## src/common/port_d_pkg.sv

```systemverilog
// package: register map, field layout and reset values of the input port
package port_d_pkg;
  // byte offsets on the register bus
  localparam logic [11:0] OFS_PIN_INPUT_VALUE = 12'h3FC;
  localparam logic [11:0] OFS_FUNCTION_SELECT_ONE = 12'h424;
  localparam logic [11:0] OFS_FUNCTION_SELECT_TWO = 12'h428;
  localparam logic [11:0] OFS_IRQ_SENSITIVITY_SELECT = 12'h804;
  localparam logic [11:0] OFS_IRQ_BOTH_EDGE_SELECT = 12'h808;
  localparam logic [11:0] OFS_IRQ_POLARITY_SELECT = 12'h80C;
  localparam logic [11:0] OFS_IRQ_ENABLE_MASK = 12'h810;
  localparam logic [11:0] OFS_IRQ_RAW_FLAGS = 12'h814;
  localparam logic [11:0] OFS_IRQ_MASKED_FLAGS = 12'h818;
  localparam logic [11:0] OFS_IRQ_CLEAR_STROBE = 12'h81C;
  // the data register window spans address bits 9..2; mask lines are address bits 9..6
  localparam logic [11:0] DATA_WINDOW_MASK = 12'hC03;
  localparam logic [11:0] DATA_WINDOW_BASE = 12'h000;
  localparam int MASK_ADDR_LSB = 2;
  // field positions
  localparam int ALT_LSB = 4;
  localparam int IRQ_LSB = 6;
  // reset values
  localparam logic [3:0] FSEL_ONE_RESET = 4'hF;
  localparam logic [3:0] FSEL_TWO_RESET = 4'h0;
  localparam logic [1:0] IRQ_CFG_RESET = 2'h0;
  localparam logic [3:0] PIN_SYNC_RESET = 4'hF;
  localparam logic [7:0] WIDE_PIN_RESET = 8'hFF;
  // pin function per upper pin
  typedef enum logic [1:0] {
    PIN_GPIO,
    PIN_ALT_CONVERTER,
    PIN_ALT_TOUCH,
    PIN_PROHIBITED
  } pin_func_t;
  // interrupt configuration of the two interrupt pins
  typedef struct packed {
    logic [1:0] sens;
    logic [1:0] both;
    logic [1:0] pol;
    logic [1:0] en;
  } irq_cfg_t;
  // classic wishbone request
  typedef struct packed {
    logic cyc;
    logic stb;
    logic we;
    logic [3:0] sel;
    logic [11:0] adr;
    logic [31:0] dat;
  } wb_req_t;
endpackage

```

## src/hdl/port_d_input_irq.sv

```systemverilog
// input port with alternate functions and two external interrupt lines
//
// The Wishbone register port was chosen for this implementation.
`timescale 1ns/10ps
module port_d_input_irq
  import port_d_pkg::*;
(
  // clock and reset
  input wire logic clk_i,
  input wire logic rst_i,
  // classic wishbone slave
  input wire logic wb_cyc_i,
  input wire logic wb_stb_i,
  input wire logic wb_we_i,
  input wire logic [3:0] wb_sel_i,
  input wire logic [11:0] wb_adr_i,
  input wire logic [31:0] wb_dat_i,
  output logic [31:0] wb_dat_o,
  output logic wb_ack_o,
  output logic wb_err_o,
  // package pins
  input wire logic [7:0] pin_i,
  // alternate function routing
  output logic [3:0] converter_channels_upper_o,
  output logic [3:0] converter_route_en_o,
  output logic touch_y_plus_o,
  output logic touch_x_plus_o,
  output logic touch_y_minus_o,
  output logic touch_x_minus_o,
  output logic [3:0] touch_route_en_o,
  output logic touch_screen_irq_o,
  // interrupt lines
  output logic external_irq_line_one_o,
  output logic external_irq_line_two_o,
  output logic irq_o
);

  // bundled request for decoding
  wb_req_t req;
  assign req = '{cyc: wb_cyc_i, stb: wb_stb_i, we: wb_we_i, sel: wb_sel_i,
                 adr: wb_adr_i, dat: wb_dat_i};

  // registers
  logic [7:0] pin_meta_reg;
  logic [7:0] pin_sync_reg;
  logic [1:0] pin_prev_reg;
  logic [3:0] fsel_one_reg;
  logic [3:0] fsel_two_reg;
  irq_cfg_t cfg_reg;
  logic [1:0] edge_flag_reg;
  logic ack_reg;
  logic err_reg;
  logic [31:0] rdata_reg;

  // address decode
  wire access_w = req.cyc && req.stb && !ack_reg && !err_reg;
  wire wr_w = access_w && req.we && req.sel[0];
  wire hit_data = (req.adr & DATA_WINDOW_MASK) == DATA_WINDOW_BASE;
  wire hit_fs1 = req.adr == OFS_FUNCTION_SELECT_ONE;
  wire hit_fs2 = req.adr == OFS_FUNCTION_SELECT_TWO;
  wire hit_sens = req.adr == OFS_IRQ_SENSITIVITY_SELECT;
  wire hit_both = req.adr == OFS_IRQ_BOTH_EDGE_SELECT;
  wire hit_pol = req.adr == OFS_IRQ_POLARITY_SELECT;
  wire hit_en = req.adr == OFS_IRQ_ENABLE_MASK;
  wire hit_raw = req.adr == OFS_IRQ_RAW_FLAGS;
  wire hit_mis = req.adr == OFS_IRQ_MASKED_FLAGS;
  wire hit_clr = req.adr == OFS_IRQ_CLEAR_STROBE;
  wire hit_any = hit_data | hit_fs1 | hit_fs2 | hit_sens | hit_both | hit_pol
                 | hit_en | hit_raw | hit_mis | hit_clr;

  // per-pin function decode, pins 7..4
  pin_func_t func_w [4];
  genvar g;
  generate
    for (g = 0; g < 4; g++) begin : g_func
      // 00 input, 10 alt one, 01 alt two, 11 prohibited
      assign func_w[g] = fsel_one_reg[g] ? (fsel_two_reg[g] ? PIN_PROHIBITED
                                                             : PIN_ALT_CONVERTER)
                                         : (fsel_two_reg[g] ? PIN_ALT_TOUCH
                                                             : PIN_GPIO);
      // converter while alt one and no interrupt on that pin
      assign converter_route_en_o[g] = (func_w[g] == PIN_ALT_CONVERTER)
          && !(g >= 2 && cfg_reg.en[g-2 < 0 ? 0 : g-2]);
      assign converter_channels_upper_o[g] = converter_route_en_o[g] & pin_sync_reg[ALT_LSB+g];
      assign touch_route_en_o[g] = func_w[g] == PIN_ALT_TOUCH;
    end
  endgenerate

  // touch lines: 7 y plus, 6 x plus, 5 y minus, 4 x minus
  assign touch_y_plus_o = touch_route_en_o[3] & pin_sync_reg[7];
  assign touch_x_plus_o = touch_route_en_o[2] & pin_sync_reg[6];
  assign touch_y_minus_o = touch_route_en_o[1] & pin_sync_reg[5];
  assign touch_x_minus_o = touch_route_en_o[0] & pin_sync_reg[4];

  // interrupt sources: only pins 7 and 6 feed detection
  wire [1:0] src_w = pin_sync_reg[7:6];
  wire [1:0] prev_w = pin_prev_reg;
  wire [1:0] rise_w = src_w & ~prev_w;
  wire [1:0] fall_w = ~src_w & prev_w;
  // edge detection per line, both-edge or polarity edge
  wire [1:0] edge_det_w = (cfg_reg.both & (rise_w | fall_w))
                        | (~cfg_reg.both & cfg_reg.pol & rise_w)
                        | (~cfg_reg.both & ~cfg_reg.pol & fall_w);
  // level detection follows the pin, not latched
  wire [1:0] level_det_w = ~(src_w ^ cfg_reg.pol);
  wire [1:0] clr_w = (wr_w && hit_clr) ? req.dat[IRQ_LSB+1:IRQ_LSB] : 2'h0;
  // set wins over clear
  wire [1:0] edge_flag_next = (edge_flag_reg & ~clr_w) | (edge_det_w & ~cfg_reg.sens);
  // per line: level result when level-sensitive, latched edge otherwise
  wire [1:0] raw_mix_w = (cfg_reg.sens & level_det_w) | (~cfg_reg.sens & edge_flag_reg);
  wire [1:0] mis_w = raw_mix_w & cfg_reg.en;

  // line one from pin 6, line two from pin 7, each gated by enable
  assign external_irq_line_one_o = mis_w[0] & (func_w[2] == PIN_GPIO);
  assign external_irq_line_two_o = mis_w[1] & (func_w[3] == PIN_GPIO);
  assign touch_screen_irq_o = mis_w[0] & (func_w[2] == PIN_ALT_TOUCH);
  assign irq_o = |mis_w;

  // data register read, masked by address lines
  wire [3:0] data_mask_w = req.adr[MASK_ADDR_LSB+7:MASK_ADDR_LSB+4];
  wire [7:0] data_rd_w = {pin_sync_reg[7:4] & data_mask_w, 4'h0};

  // read mux, undefined and reserved bits answer zero
  logic [31:0] rdata_w;
  always_comb begin
    rdata_w = 32'h0;
    if (hit_data) rdata_w[7:0] = data_rd_w;
    if (hit_fs1) rdata_w[7:4] = fsel_one_reg;
    if (hit_fs2) rdata_w[7:4] = fsel_two_reg;
    if (hit_sens) rdata_w[7:6] = cfg_reg.sens;
    if (hit_both) rdata_w[7:6] = cfg_reg.both;
    if (hit_pol) rdata_w[7:6] = cfg_reg.pol;
    if (hit_en) rdata_w[7:6] = cfg_reg.en;
    if (hit_raw) rdata_w[7:6] = raw_mix_w;
    if (hit_mis) rdata_w[7:6] = mis_w;
  end

  // pin synchroniser; second stage only is read
  always_ff @(posedge clk_i) begin
    if (rst_i) begin
      pin_meta_reg <= WIDE_PIN_RESET;
      pin_sync_reg <= WIDE_PIN_RESET;
      pin_prev_reg <= WIDE_PIN_RESET[7:6]; // idle high, no false edge after reset
    end else begin
      pin_meta_reg <= pin_i;
      pin_sync_reg <= pin_meta_reg;
      pin_prev_reg <= pin_sync_reg[7:6];
    end
  end

  // configuration registers, written via byte lane 0
  always_ff @(posedge clk_i) begin
    if (rst_i) begin
      fsel_one_reg <= FSEL_ONE_RESET;
      fsel_two_reg <= FSEL_TWO_RESET;
      cfg_reg <= '0;
    end else if (wr_w) begin
      if (hit_fs1) fsel_one_reg <= req.dat[7:4];
      if (hit_fs2) fsel_two_reg <= req.dat[7:4];
      if (hit_sens) cfg_reg.sens <= req.dat[7:6];
      if (hit_both) cfg_reg.both <= req.dat[7:6];
      if (hit_pol) cfg_reg.pol <= req.dat[7:6];
      if (hit_en) cfg_reg.en <= req.dat[7:6];
    end
  end

  // latched edge requests and bus answer
  always_ff @(posedge clk_i) begin
    if (rst_i) begin
      edge_flag_reg <= IRQ_CFG_RESET;
      ack_reg <= 1'b0;
      err_reg <= 1'b0;
      rdata_reg <= 32'h0;
    end else begin
      edge_flag_reg <= edge_flag_next;
      ack_reg <= access_w && hit_any;
      err_reg <= access_w && !hit_any;
      rdata_reg <= rdata_w;
    end
  end

  assign wb_ack_o = ack_reg;
  assign wb_err_o = err_reg;
  assign wb_dat_o = rdata_reg;

  // assertions
  a_fsel_reset_alt: assert property (@(posedge clk_i) $fell(rst_i) |->
      $past(fsel_one_reg) == FSEL_ONE_RESET && $past(fsel_two_reg) == FSEL_TWO_RESET)
    else $error("function selects not at reset value");
  a_edge_clear_drops: assert property (@(posedge clk_i) disable iff (rst_i)
      wr_w && hit_clr && req.dat[6] && !edge_det_w[0] && !cfg_reg.sens[0] |=> !edge_flag_reg[0])
    else $error("clear did not drop edge request");
  a_level_follows_pin: assert property (@(posedge clk_i) disable iff (rst_i)
      cfg_reg.sens[1] |-> raw_mix_w[1] == (pin_sync_reg[7] == cfg_reg.pol[1]))
    else $error("level request does not follow pin");
  a_masked_from_raw: assert property (@(posedge clk_i) disable iff (rst_i)
      mis_w == (raw_mix_w & cfg_reg.en) && irq_o == |mis_w)
    else $error("masked status mismatch");
  a_rise_latches: assert property (@(posedge clk_i) disable iff (rst_i)
      !cfg_reg.sens[0] && !cfg_reg.both[0] && cfg_reg.pol[0] && rise_w[0] |=> edge_flag_reg[0])
    else $error("rising edge not latched");
  a_both_edges: assert property (@(posedge clk_i) disable iff (rst_i)
      !cfg_reg.sens[1] && cfg_reg.both[1] && fall_w[1] |=> edge_flag_reg[1])
    else $error("both-edge falling not latched");
  a_ack_one_cycle: assert property (@(posedge clk_i) disable iff (rst_i)
      wb_ack_o |=> !wb_ack_o)
    else $error("ack held longer than one cycle");
  a_data_masked: assert property (@(posedge clk_i) disable iff (rst_i)
      access_w && hit_data && !req.we |=> wb_dat_o[7:4] == ($past(pin_sync_reg[7:4])
      & $past(data_mask_w)) && wb_dat_o[3:0] == 4'h0)
    else $error("data read ignores address mask");
  a_line_two_gpio: assert property (@(posedge clk_i) disable iff (rst_i)
      external_irq_line_two_o |-> cfg_reg.en[1] && !fsel_one_reg[3] && !fsel_two_reg[3])
    else $error("line two outside input mode");

endmodule // port_d_input_irq

```

## config.mk

```make
export PLATFORM = sky130hd
export DESIGN_NAME = port_d_input_irq
export DESIGN_NICKNAME = d
export VERILOG_FILES = /design/src/common/port_d_pkg.sv /design/src/hdl/port_d_input_irq.sv
export SDC_FILE = /design/constraint.sdc
export NUM_CORES = 1
export LEC_CHECK = 0
export BUFFER_PORTS_ARGS = -buffer_cell sky130_fd_sc_hd__buf_2
export CAP_MARGIN = 20
export CORE_MARGIN = 2
export CORE_UTILIZATION = 30
export CTS_CLUSTER_SIZE = 24
export DETAILED_ROUTE_END_ITERATION = 7
export SLEW_MARGIN = 25
export SYNTH_ARGS = -nofsm -noshare
export SYNTH_HDL_FRONTEND = slang
export SYNTH_SLANG_ARGS = --single-unit
```

## constraint.sdc

```tcl
create_clock -name clk_i -period 1.74 [get_ports clk_i]
set_input_delay 0.087 -clock clk_i [delete_from_list [all_inputs] [get_ports clk_i]]
set_output_delay 0.087 -clock clk_i [all_outputs]
set_load 0.05 [all_outputs]
```

### Yosys cells after proc, flatten, opt, wreduce, memory -nomap -nowiden

Cells that the tools add are included.

* word-level logic and storage cells: 124
* output and inout bits: 54
* input bits: 61
* flip-flop bits (word level): 70

* bitwise gates (word level): 46
* reductions and logical operators: 25
* muxes and demuxes: 22
* equal/unequal tests: 17

Operators with widths (count)
* $eq A12 B12 Y1 const B: 7
* $mux W2: 19
* $and A2 B2 Y2: 12
* $eq A12 B11 Y1 const B: 2
* $not A2 Y2: 7
* $logic_not A12 Y1: 1
* $reduce_and A2 Y1: 6
* $and A1 B1 Y1: 11
* $logic_and A1 B1 Y1: 10
* $or A2 B2 Y2: 5
* $or A1 B1 Y1: 9
* $eq A2 B1 Y1 const B: 4
* $eq A2 B2 Y1 const B: 4
* $mux W4: 2
* $mux W8: 1
* $logic_not A1 Y1: 5
* $and A4 B4 Y4: 1
* $logic_not A2 Y1: 2
* $reduce_or A2 Y1: 1
* $xor A2 B2 Y2: 1

### Logic depth before layout (Yosys ltp)

Gate-level depths: netlist of the first run.

* depth after elaboration: 12
* mapped depth: 6

### Worst setup path after synthesis of the first run

No wires, ideal clock.

* path kind: reg2out
* from: register fsel_one_reg[2]
* to: output converter_channels_upper_o[2]
* required time: 1.653 ns
* path buffers: 0
* arrival time: 2.134 ns
* slack: -0.481 ns
* stages on the path, launching flop included: 3
* cell sequence: dfxtp_1 > nor3b_1 > and2_1

* word-level cells in the longest chain between the ends: 4

Ends and longest elaborated chain
* start: declaration: line port_d_input_irq.sv:47 `logic [3:0] fsel_one_reg;`
* start signal: assignment: line port_d_input_irq.sv:158 `if (hit_fs1) fsel_one_reg <= req.dat[7:4];`
* $mux W2: line port_d_input_irq.sv:77 `assign func_w[g] = fsel_one_reg[g] ? (fsel_two_reg[g] ? PIN_PROHIBITED`
* $eq A2 B1 Y1: line port_d_input_irq.sv:82 `assign converter_route_en_o[g] = (func_w[g] == PIN_ALT_CONVERTER)`
* $logic_and A1 B1 Y1: line port_d_input_irq.sv:83 `&& !(g >= 2 && cfg_reg.en[g-2 < 0 ? 0 : g-2]);`
* via converter_route_en_o[2]: line port_d_input_irq.sv:25 `output logic [3:0] converter_route_en_o,`
* $and A1 B1 Y1: line port_d_input_irq.sv:84 `assign converter_channels_upper_o[g] = converter_route_en_o[g] & pin_sync_reg[ALT_LSB+g];`
* end: declaration: line port_d_input_irq.sv:24 `output logic [3:0] converter_channels_upper_o,`

The timed path passes the listed nets, and every way through them passes these cells.

### Final worst setup path of the first run

* from: register cfg_reg[2] (netlist name)
* to: output external_irq_line_one_o

* word-level cells in the longest chain between the ends: 6

Ends and longest elaborated chain
* start: declaration: line port_d_input_irq.sv:49 `irq_cfg_t cfg_reg;`
* $xor A2 B2 Y2: line port_d_input_irq.sv:105 `wire [1:0] level_det_w = ~(src_w ^ cfg_reg.pol);`
* $not A2 Y2: line port_d_input_irq.sv:105
* $and A2 B2 Y2: line port_d_input_irq.sv:110 `wire [1:0] raw_mix_w = (cfg_reg.sens & level_det_w) | (~cfg_reg.sens & edge_flag_reg);`
* $or A2 B2 Y2: line port_d_input_irq.sv:110
* $and A2 B2 Y2: line port_d_input_irq.sv:111 `wire [1:0] mis_w = raw_mix_w & cfg_reg.en;`
* $and A1 B1 Y1: line port_d_input_irq.sv:114 `assign external_irq_line_one_o = mis_w[0] & (func_w[2] == PIN_GPIO);`
* end: declaration: line port_d_input_irq.sv:33 `output logic external_irq_line_one_o,`

Every way passes these cells.

==> results of run 1 <==
timing repair:
item                                    in CTS  in global routing
cloned                                       0                  0
endpoints found under the setup margin       1                  4
pin swaps                                    0                  0
resized for setup                            1                  5
endpoints found under the hold margin        4                  1
hold buffers                                 4                  1
layout make-up:
| cell class | count | area, µm² |
|---|---|---|
| inverter | 7 | 26.3 |
| clock buffer | 5 | 68.8 |
| timing repair buffer | 75 | 457 |
| multi-input combinational | 193 | 1240 |
| fill | 701 | 4080 |
| tap | 80 | 100 |
| clock inverter | 3 | 68.8 |
| sequential | 34 | 683 |
layout by cell type, fill, tap and decap left out, types with 8 or more instances in the layout:
cell type / synthesis / final
a21oi_1: 11 / 11
and2_1: 8 / 8
nand2_1: 12 / 12
conb_1: 1 / 28
mux2i_1: 10 / 10
buf_2: 1 / 49
nand3_1: 13 / 13
buf_4: 28 / 20
o21ai_0: 8 / 8
or2_2: 11 / 11
nor2_1: 15 / 15
dfxtp_1: 34 / 32
worst max-delay path, stage by stage (launching register included):
cell	delay [ps]
dfxtp_1	320
xor2_1	160
o21ai_0	170
buf_4	160
nand2_1	80
nor3_2	150
buf_6	180
power by group:
part	total, mW	internal (mW)	switching (mW)
registers	0.799	0.792	0.00727
logic	0.329	0.0847	0.244
clock network	0.890	0.574	0.315
total	2.02	1.45	0.567
layer usage:
metal | vias up | track usage | share of wire
met5 | - | 0 | 0
met4 | 0 | 0.0497 | 0.018
met3 | 8 | 0.0448 | 0.054
met2 | 65 | 0.215 | 0.46
met1 | 888 | 0.195 | 0.47
li1 | 953 | - | -
worst paths after layout:
path	from	endpoint	depth (start not counted)
max	cfg_reg[2]	external_irq_line_one_o	6
min reg2reg	pin_meta_reg[6]	pin_sync_reg[6]	1
max reg2reg	cfg_reg[6]	wb_dat_o[6]	5
min	wb_dat_i[4]	fsel_one_reg[0]	2
per-stage QoR:
| step | util | power [mW] | setup slack (ps) | std cells |
|---|---|---|---|---|
| floorplan | - | 1.10 | 26.3 | 268 |
| global placement | 0.364 | 1.13 | 7.83 | 384 |
| detailed placement | 0.364 | 1.14 | 19.0 | 384 |
| CTS | 0.391 | 2.03 | 20.4 | 396 |
| global route | 0.393 | 2.11 | 10.0 | 397 |
| finish | 0.393 | 2.02 | 135 | 397 |
logic make-up (layout without fill, tap and decap cells):
group	after synthesis	count (layout)	synth area share
mux	11	11	0.0542
other cells	1	28	0.00183
compound gates	43	43	0.139
fa+ha+maj	4	4	0.0244
buf+inv	41	90	0.127
simple gates	105	105	0.314
xor+xnor	2	2	0.00853
flops	34	34	0.332
synthesized netlist by cell type, drive strengths merged, types with 2 or more instances:
cell	instances
dfxtp	34
buf	29
nor2	15
nand2	13
nand3	13
a21oi	11
and2	11
or2	11
mux2i	10
nor2b	9
o21ai	8
inv	7
nor3b	6
clkbuf	5
a211o	4
ha	4
nand2b	4
nand4	4
nor4	4
a31oi	3
a32oi	3
nor3	3
o311ai	3
a22oi	2
and3	2
nor4b	2
o211ai	2
o21a	2
or4b	2
==> impl_metrics.env, run 1 <==
export IMPL_cts_clk_slew_worst_paths_ps=80
export IMPL_cts_tree="built"
export IMPL_diodes=0
export IMPL_synth_cell_types=50
export IMPL_ys_ff_latch=34
export IMPL_drive_above_1_share=0.338
export IMPL_grt_pass1_vias=1688
export IMPL_dieArea_um2=7520
export IMPL_clock_latency_ps=290
export IMPL_rrSetupSlack_ps=160
export IMPL_worstSetupStartpointType="register"
export IMPL_vias=1914
export IMPL_io_pins=115
export IMPL_rows=30
export IMPL_worstMarginPinSlew_ps=608
export IMPL_io_buffer_count=51
export IMPL_numClockSinks=34
export IMPL_cts_setup_buffers=0
export IMPL_p_leak_nw=1.19
export IMPL_cap_viol_max_count=0
export IMPL_dp_hpwl_mm=4.14
export IMPL_largest_reg_flops=8
export IMPL_hp_class="primary input to register"
export IMPL_syn_inst=241
export IMPL_die_x_um=86.7
export IMPL_grt_pass1_wl_mm=8.37
export IMPL_synth_edf_count=0
export IMPL_fin_crit_ps=1600
export IMPL_async_flop_share=0
export IMPL_fmax_mhz=623
export IMPL_syn_to_final_growth_pct=28.7
export IMPL_synth_area_leader_cell="dfxtp_1"
export IMPL_required_ps=1650
export IMPL_antenna_found_initial=0
export IMPL_yosys_area_top_type_share=0.332
export IMPL_crit_fanout=3
export IMPL_netlist_area_um2=2050
export IMPL_initial_utilization=0.306
export IMPL_place_area_um2=2440
export IMPL_fin_area_um2=2640
export IMPL_rsz0062_at_grt="no"
export IMPL_yosysSeqAreaShare=0.332
export IMPL_final_period_utilization=0.922
export IMPL_grt_max_degree=35
export IMPL_routed_wl_mm=5.30
export IMPL_ant_nets=0
export IMPL_synth_flop_cell="dfxtp_1"
export IMPL_globalplace_congestion=0.887
export IMPL_avgRoutedWirePerCell_um=13.3
export IMPL_holdWs_ps=14.0
export IMPL_overflow=0
export IMPL_clockBufferDepth=2
export IMPL_cts_made_buffers=5
export IMPL_p_per_area_nw_per_um2=763
export IMPL_vias_per_cell=4.82
export IMPL_vdd_drop_max_v=0.000327
export IMPL_skew_ps=7.65
export IMPL_nets=381
export IMPL_synth_area_top_cells="dfxtp_1 33%, buf_4 10%, mux2i_1 4.9%"
export IMPL_critPathKind="register to output pin"
export IMPL_crit_path_end_kind="output pin"
export IMPL_die_h_um=86.7
export IMPL_syn_avg_cell_area_um2=8.52
export IMPL_max_slew_margin=0.594
export IMPL_grtUsageTotal=0.144
export IMPL_drc=0
export IMPL_slew_viol_final=0
export IMPL_h_tree_depth=2
export IMPL_setup_viol=0
export IMPL_arrival_ps=1520
export IMPL_status="complete, no violations"
export IMPL_core_area_um2=6720
export IMPL_ys_warn_count=0
export IMPL_dr_pass1_iters=4
export IMPL_hold_viol_final=0
export IMPL_cts_root_buffer="clkbuf_8"
export IMPL_first_iter_violations=130
export IMPL_finalSetupTns_ps=0
Power figures use the tool's default switching activity.
==> run 2, diff against run 1 <==
Settings changed: PLACE_DENSITY from default to 0.58.
==> impl_metrics.env, run 2 (synthesis gave the netlist of run 1 again) <==
export IMPL_drive_above_1_share=0.339
export IMPL_rsz0062_at_grt="no"
export IMPL_skew_ps=4.04
export IMPL_antenna_found_initial=0
export IMPL_arrival_ps=1520
export IMPL_placedCellCount=384
export IMPL_worstReg2RegStart="cfg_reg[6]"
export IMPL_overflow=0
export IMPL_die_h_um=86.7
export IMPL_mostFrequentLayoutCells="48 x buf_2, 32 x dfxtp_1, 28 x conb_1, 20 x buf_4, 15 x nor2_1"
export IMPL_cts_root_buffer="clkbuf_8"
export IMPL_hp_class="primary input to register"
export IMPL_routed_top_layer="met4"
export IMPL_avgRoutedWirePerCell_um=12.9
export IMPL_io_buffer_count=51
export IMPL_worstSetupStartpointType="register"
export IMPL_required_ps=1650
export IMPL_cts_setup_buffers=0
export IMPL_status="complete, no violations"
export IMPL_p_per_area_nw_per_um2=712
export IMPL_crit_path_end_kind="output pin"
export IMPL_globalplace_congestion=0.935
export IMPL_wl_met3_um=314
export IMPL_p_total_mw=1.86
export IMPL_dieArea_um2=7520
export IMPL_grtUsageTotal=0.136
export IMPL_first_iter_violations=133
export IMPL_fillers=702
export IMPL_worstMarginPinSlew_ps=571
export IMPL_cts_tree="built"
export IMPL_io_pins=115
export IMPL_h_tree_depth=2
export IMPL_numClockSinks=34
export IMPL_vias_per_cell=4.75
export IMPL_routed_wl_mm=5.10
export IMPL_p_leak_nw=1.17
export IMPL_r2r_end="wb_dat_o[6]"
export IMPL_fmax_mhz=621
export IMPL_finalSetupTns_ps=0
export IMPL_hold_viol_final=0
export IMPL_crit_fanout=7
export IMPL_routedLengthMet1_mm=2.36
export IMPL_initial_utilization=0.306
export IMPL_final_period_utilization=0.926
export IMPL_cts_clk_slew_worst_paths_ps=80
export IMPL_critPathKind="register to output pin"
export IMPL_cap_viol_max_count=0
export IMPL_syn_to_final_growth_pct=27.2
export IMPL_vias=1881
export IMPL_die_x_um=86.7
export IMPL_clockBufferDepth=2
export IMPL_hp_start="wb_dat_i[4]"
export IMPL_diodes=0
export IMPL_ant_nets=0
export IMPL_grt_max_degree=35
export IMPL_core_area_um2=6720
export IMPL_reg2reg_depth=5
export IMPL_nets=380
export IMPL_rrSetupSlack_ps=150
export IMPL_cts_made_buffers=5
export IMPL_holdPathEnd="fsel_one_reg[0]"
export IMPL_clock_latency_ps=280
export IMPL_whs_path_depth=2
export IMPL_max_slew_margin=0.619
export IMPL_final_common_cell="buf_2"
export IMPL_ff_latch_area_um2=683
export IMPL_vdd_drop_max_v=0.000301
export IMPL_rows=30
export IMPL_met2_length_mm=2.35
export IMPL_slew_viol_final=0
export IMPL_largest_reg_flops=8
export IMPL_dp_hpwl_mm=4.02
export IMPL_multiInputGateArea_um2=1240
export IMPL_grt_pass1_wl_mm=7.97
export IMPL_stdcell_count=396
export IMPL_drc=0
export IMPL_fin_crit_ps=1610
export IMPL_grt_pass1_vias=1635
export IMPL_setup_viol=0
export IMPL_dr_pass1_iters=4
[run 2: worst max path at each step]
stage | startpoint | cells past startpoint | endpoint
after floorplan | fsel_two_reg[0] | 2 | touch_x_minus_o
after global placement | wb_adr_i[1] | 6 | fsel_one_reg[0]
after detailed placement | wb_adr_i[1] | 6 | fsel_one_reg[1]
after CTS | cfg_reg[6] | 6 | external_irq_line_one_o
after global routing | cfg_reg[3] | 5 | external_irq_line_two_o
final | pin_sync_reg[7] | 5 | external_irq_line_two_o
[run 2: layout make-up]
cell class / count / area share
multi-input combinational: 193 / 0.474
timing repair buffer: 74 / 0.172
tap: 80 / 0.0383
inverter: 7 / 0.0101
clock inverter: 3 / 0.0172
sequential: 34 / 0.262
clock buffer: 5 / 0.0264
[run 2: metal layers]
metal / vias to the layer above / GRT usage
met2: 74 / 0.217
met3: 8 / 0.0324
met4: 0 / 0.0483
met1: 846 / 0.180
li1: 953 / -
met5: - / 0
[run 2: power by group]
part | internal [mW] | leakage, nW | total, mW | switching (mW)
Clock | 0.426 | 0.0504 | 0.735 | 0.309
Sequential | 0.792 | 0.277 | 0.799 | 0.00702
Combinational | 0.0834 | 0.839 | 0.325 | 0.242
Total | 1.30 | 1.17 | 1.86 | 0.558
[run 2: worst max-delay path: stages, from the launching register on]
cell,delay (ps)
dfxtp_2,410
xnor2_1,130
mux2i_1,90
nand2b_1,200
nor3_2,160
buf_4,230
[run 2: per-stage QoR]
stage               setup WS [ps]   util  hold slack, ps  instance area [µm²]
finish                        130  0.389            12.1                 2610
global route                0.762  0.389            1.34                 2610
CTS                          57.1  0.387            4.93                 2600
detailed placement          -5.82  0.364             274                 2440
global placement            -5.80  0.364             271                 2440
floorplan                    26.3      -             191                 2180
[run 2: what timing repair did]
| item | 4_1_cts | 5_1_grt |
|---|---|---|
| resized for setup | 1 | 8 |
| hold endpoints to repair | 4 | 0 |
| hold buffers | 4 | 0 |
| setup endpoints to repair | 1 | 4 |
==> run 3, diff against run 2 <==
Settings changed: CORE_ASPECT_RATIO from default to 0.5, PLACE_DENSITY 0.58 to 0.6.
Clock period 1.74 ns to 1.4 ns, I/O delays scaled along.
==> impl_metrics.env, run 3 (synthesis gave the netlist of run 1 again) <==
export IMPL_status="finished, violations left"
export IMPL_violations="setup timing"
export IMPL_multiInputGateArea_um2=1480
export IMPL_fillers=607
export IMPL_globalplace_congestion=0.882
export IMPL_reg2reg_depth=6
export IMPL_final_period_utilization=1.09
export IMPL_vias_per_cell=4.76
export IMPL_stdcell_count=447
export IMPL_h_tree_depth=2
export IMPL_ff_latch_area_um2=704
export IMPL_diodes=0
export IMPL_whs_path_depth=2
export IMPL_ant_nets=0
export IMPL_cap_viol_max_count=0
export IMPL_cts_clk_slew_worst_paths_ps=60
export IMPL_holdWs_ps=18.2
export IMPL_mostFrequentLayoutCells="51 x buf_4, 45 x buf_2, 28 x conb_1, 23 x dfxtp_1, 14 x nor2_1"
export IMPL_seqPwrFrac=0.377
export IMPL_p_per_area_nw_per_um2=801
export IMPL_largest_reg_flops=8
export IMPL_first_iter_violations=136
export IMPL_pwr_share_clk=0.433
export IMPL_place_area_um2=2760
export IMPL_die_h_um=62.5
export IMPL_nets=419
export IMPL_rsz0062_at_grt="yes"
export IMPL_rows=21
export IMPL_drc=0
export IMPL_skew_ps=3.53
export IMPL_grt_max_degree=35
export IMPL_core_area_um2=6650
export IMPL_placedCellCount=424
export IMPL_worst_slack_ps=-122
export IMPL_dieArea_um2=7560
export IMPL_dp_slack_ps=-198
export IMPL_grt_pass1_vias=1983
export IMPL_worstSetupStartpointType="register"
export IMPL_fmax_mhz=657
export IMPL_grt_pass1_wl_mm=9.94
export IMPL_numClockSinks=34
export IMPL_rrSetupSlack_ps=-90
export IMPL_syn_to_final_growth_pct=59.7
export IMPL_vias=2129
export IMPL_required_ps=1330
export IMPL_power_internal_mw=1.85
export IMPL_utilization=0.493
export IMPL_vdd_drop_max_v=0.000471
export IMPL_max_slew_margin=0.599
export IMPL_clock_latency_ps=280
export IMPL_cts_tree="built"
export IMPL_p_leak_nw=1.47
export IMPL_die_x_um=121
export IMPL_dr_pass1_iters=4
export IMPL_grtUsageTotal=0.165
export IMPL_routed_wl_mm=6.16
export IMPL_hp_class="primary input to register"
export IMPL_combPwrFrac=0.191
export IMPL_crit_fanout=2
export IMPL_crit_path_end_kind="output pin"
export IMPL_fin_area_um2=3280
export IMPL_finalSetupTns_ps=-747
export IMPL_cts_root_buffer="clkbuf_16"
export IMPL_avgRoutedWirePerCell_um=13.8
export IMPL_hp_start="wb_dat_i[4]"
export IMPL_worstReg2RegStart="wb_err_o"
export IMPL_critPathKind="register to output pin"
export IMPL_slew_viol_final=0
export IMPL_setup_viol=10
export IMPL_io_buffer_count=51
export IMPL_antenna_found_initial=0
export IMPL_initial_utilization=0.309
export IMPL_r2r_end="fsel_one_reg[1]"
export IMPL_final_common_cell="buf_4"
export IMPL_holdPathEnd="fsel_one_reg[0]"
export IMPL_clockBufferDepth=2
export IMPL_overflow=0
export IMPL_io_pins=115
export IMPL_worstMarginPinSlew_ps=601
export IMPL_dp_hpwl_mm=4.58
export IMPL_fin_crit_ps=1520
export IMPL_p_total_mw=2.63
export IMPL_drive_above_1_share=0.541
export IMPL_arrival_ps=1450
export IMPL_hold_viol_final=0
export IMPL_switching_share=0.295
export IMPL_cts_made_buffers=5
export IMPL_p_sw_mw=0.774
-- run 3: changes by cell type in the layout (fill, tap and decap cells not counted), moves of 5 or more --
cell,change
buf_6,+8
clkbuf_16,+5
dfxtp_2,+5
nor2b_1,-5
buf_4,+31
nand2_2,+5
dfxtp_1,-9
o21ai_0,-5
and2_1,-5
nand2_1,-6
-- run 3: timing repair --
action	CTS	global route
endpoints found under the setup margin	16	26
hold endpoints to repair	4	0
pin swaps	11	15
resized for setup	31	39
buffers inserted	5	7
hold buffers	4	0
-- run 3: cell type report --
type                       instances  share of cell area
clock buffer                       6              0.0424
clock inverter                     2             0.00344
inverter                           7             0.00802
multi-input combinational        193               0.452
sequential                        34               0.215
tap                               92              0.0351
timing repair buffer             113               0.245
-- run 3: layer usage --
metal / up-vias / GRT usage / wire (µm)
met4: 0 / 0.0407 / 67
li1: 1031 / - / -
met3: 6 / 0.0365 / 367
met1: 1004 / 0.225 / 2770
met5: - / 0 / 0
met2: 88 / 0.264 / 2950
-- run 3: critical path: stages, from the launching register on --
cell and delay [ps]:
dfxtp_2 330, xor2_2 180, o21ai_2 180, buf_4 150, and3_4 180, buf_8 140
-- run 3: power by group through the flow --
stage | sequential [mW] | clock (mW) | combinational [mW]
2_1_floorplan | 1.02 | 0 | 0.351
3_3_place_gp | 1.01 | 0 | 0.446
3_5_place_dp | 1.01 | 0 | 0.449
4_1_cts | 0.992 | 1.16 | 0.475
5_1_grt | 0.991 | 1.21 | 0.532
6_report | 0.989 | 1.14 | 0.501
-- run 3: worst max-delay path by stage --
stage	from	to	slack, ps	cells past startpoint
floorplan	fsel_one_reg[2]	converter_channels_upper_o[2]	-140	2
global placement	wb_adr_i[9]	cfg_reg[0]	-200	7
detailed placement	wb_adr_i[2]	fsel_two_reg[0]	-200	6
CTS	cfg_reg[2]	external_irq_line_one_o	-160	5
global route	cfg_reg[2]	external_irq_line_one_o	-170	5
finish	cfg_reg[2]	touch_screen_irq_o	-120	5
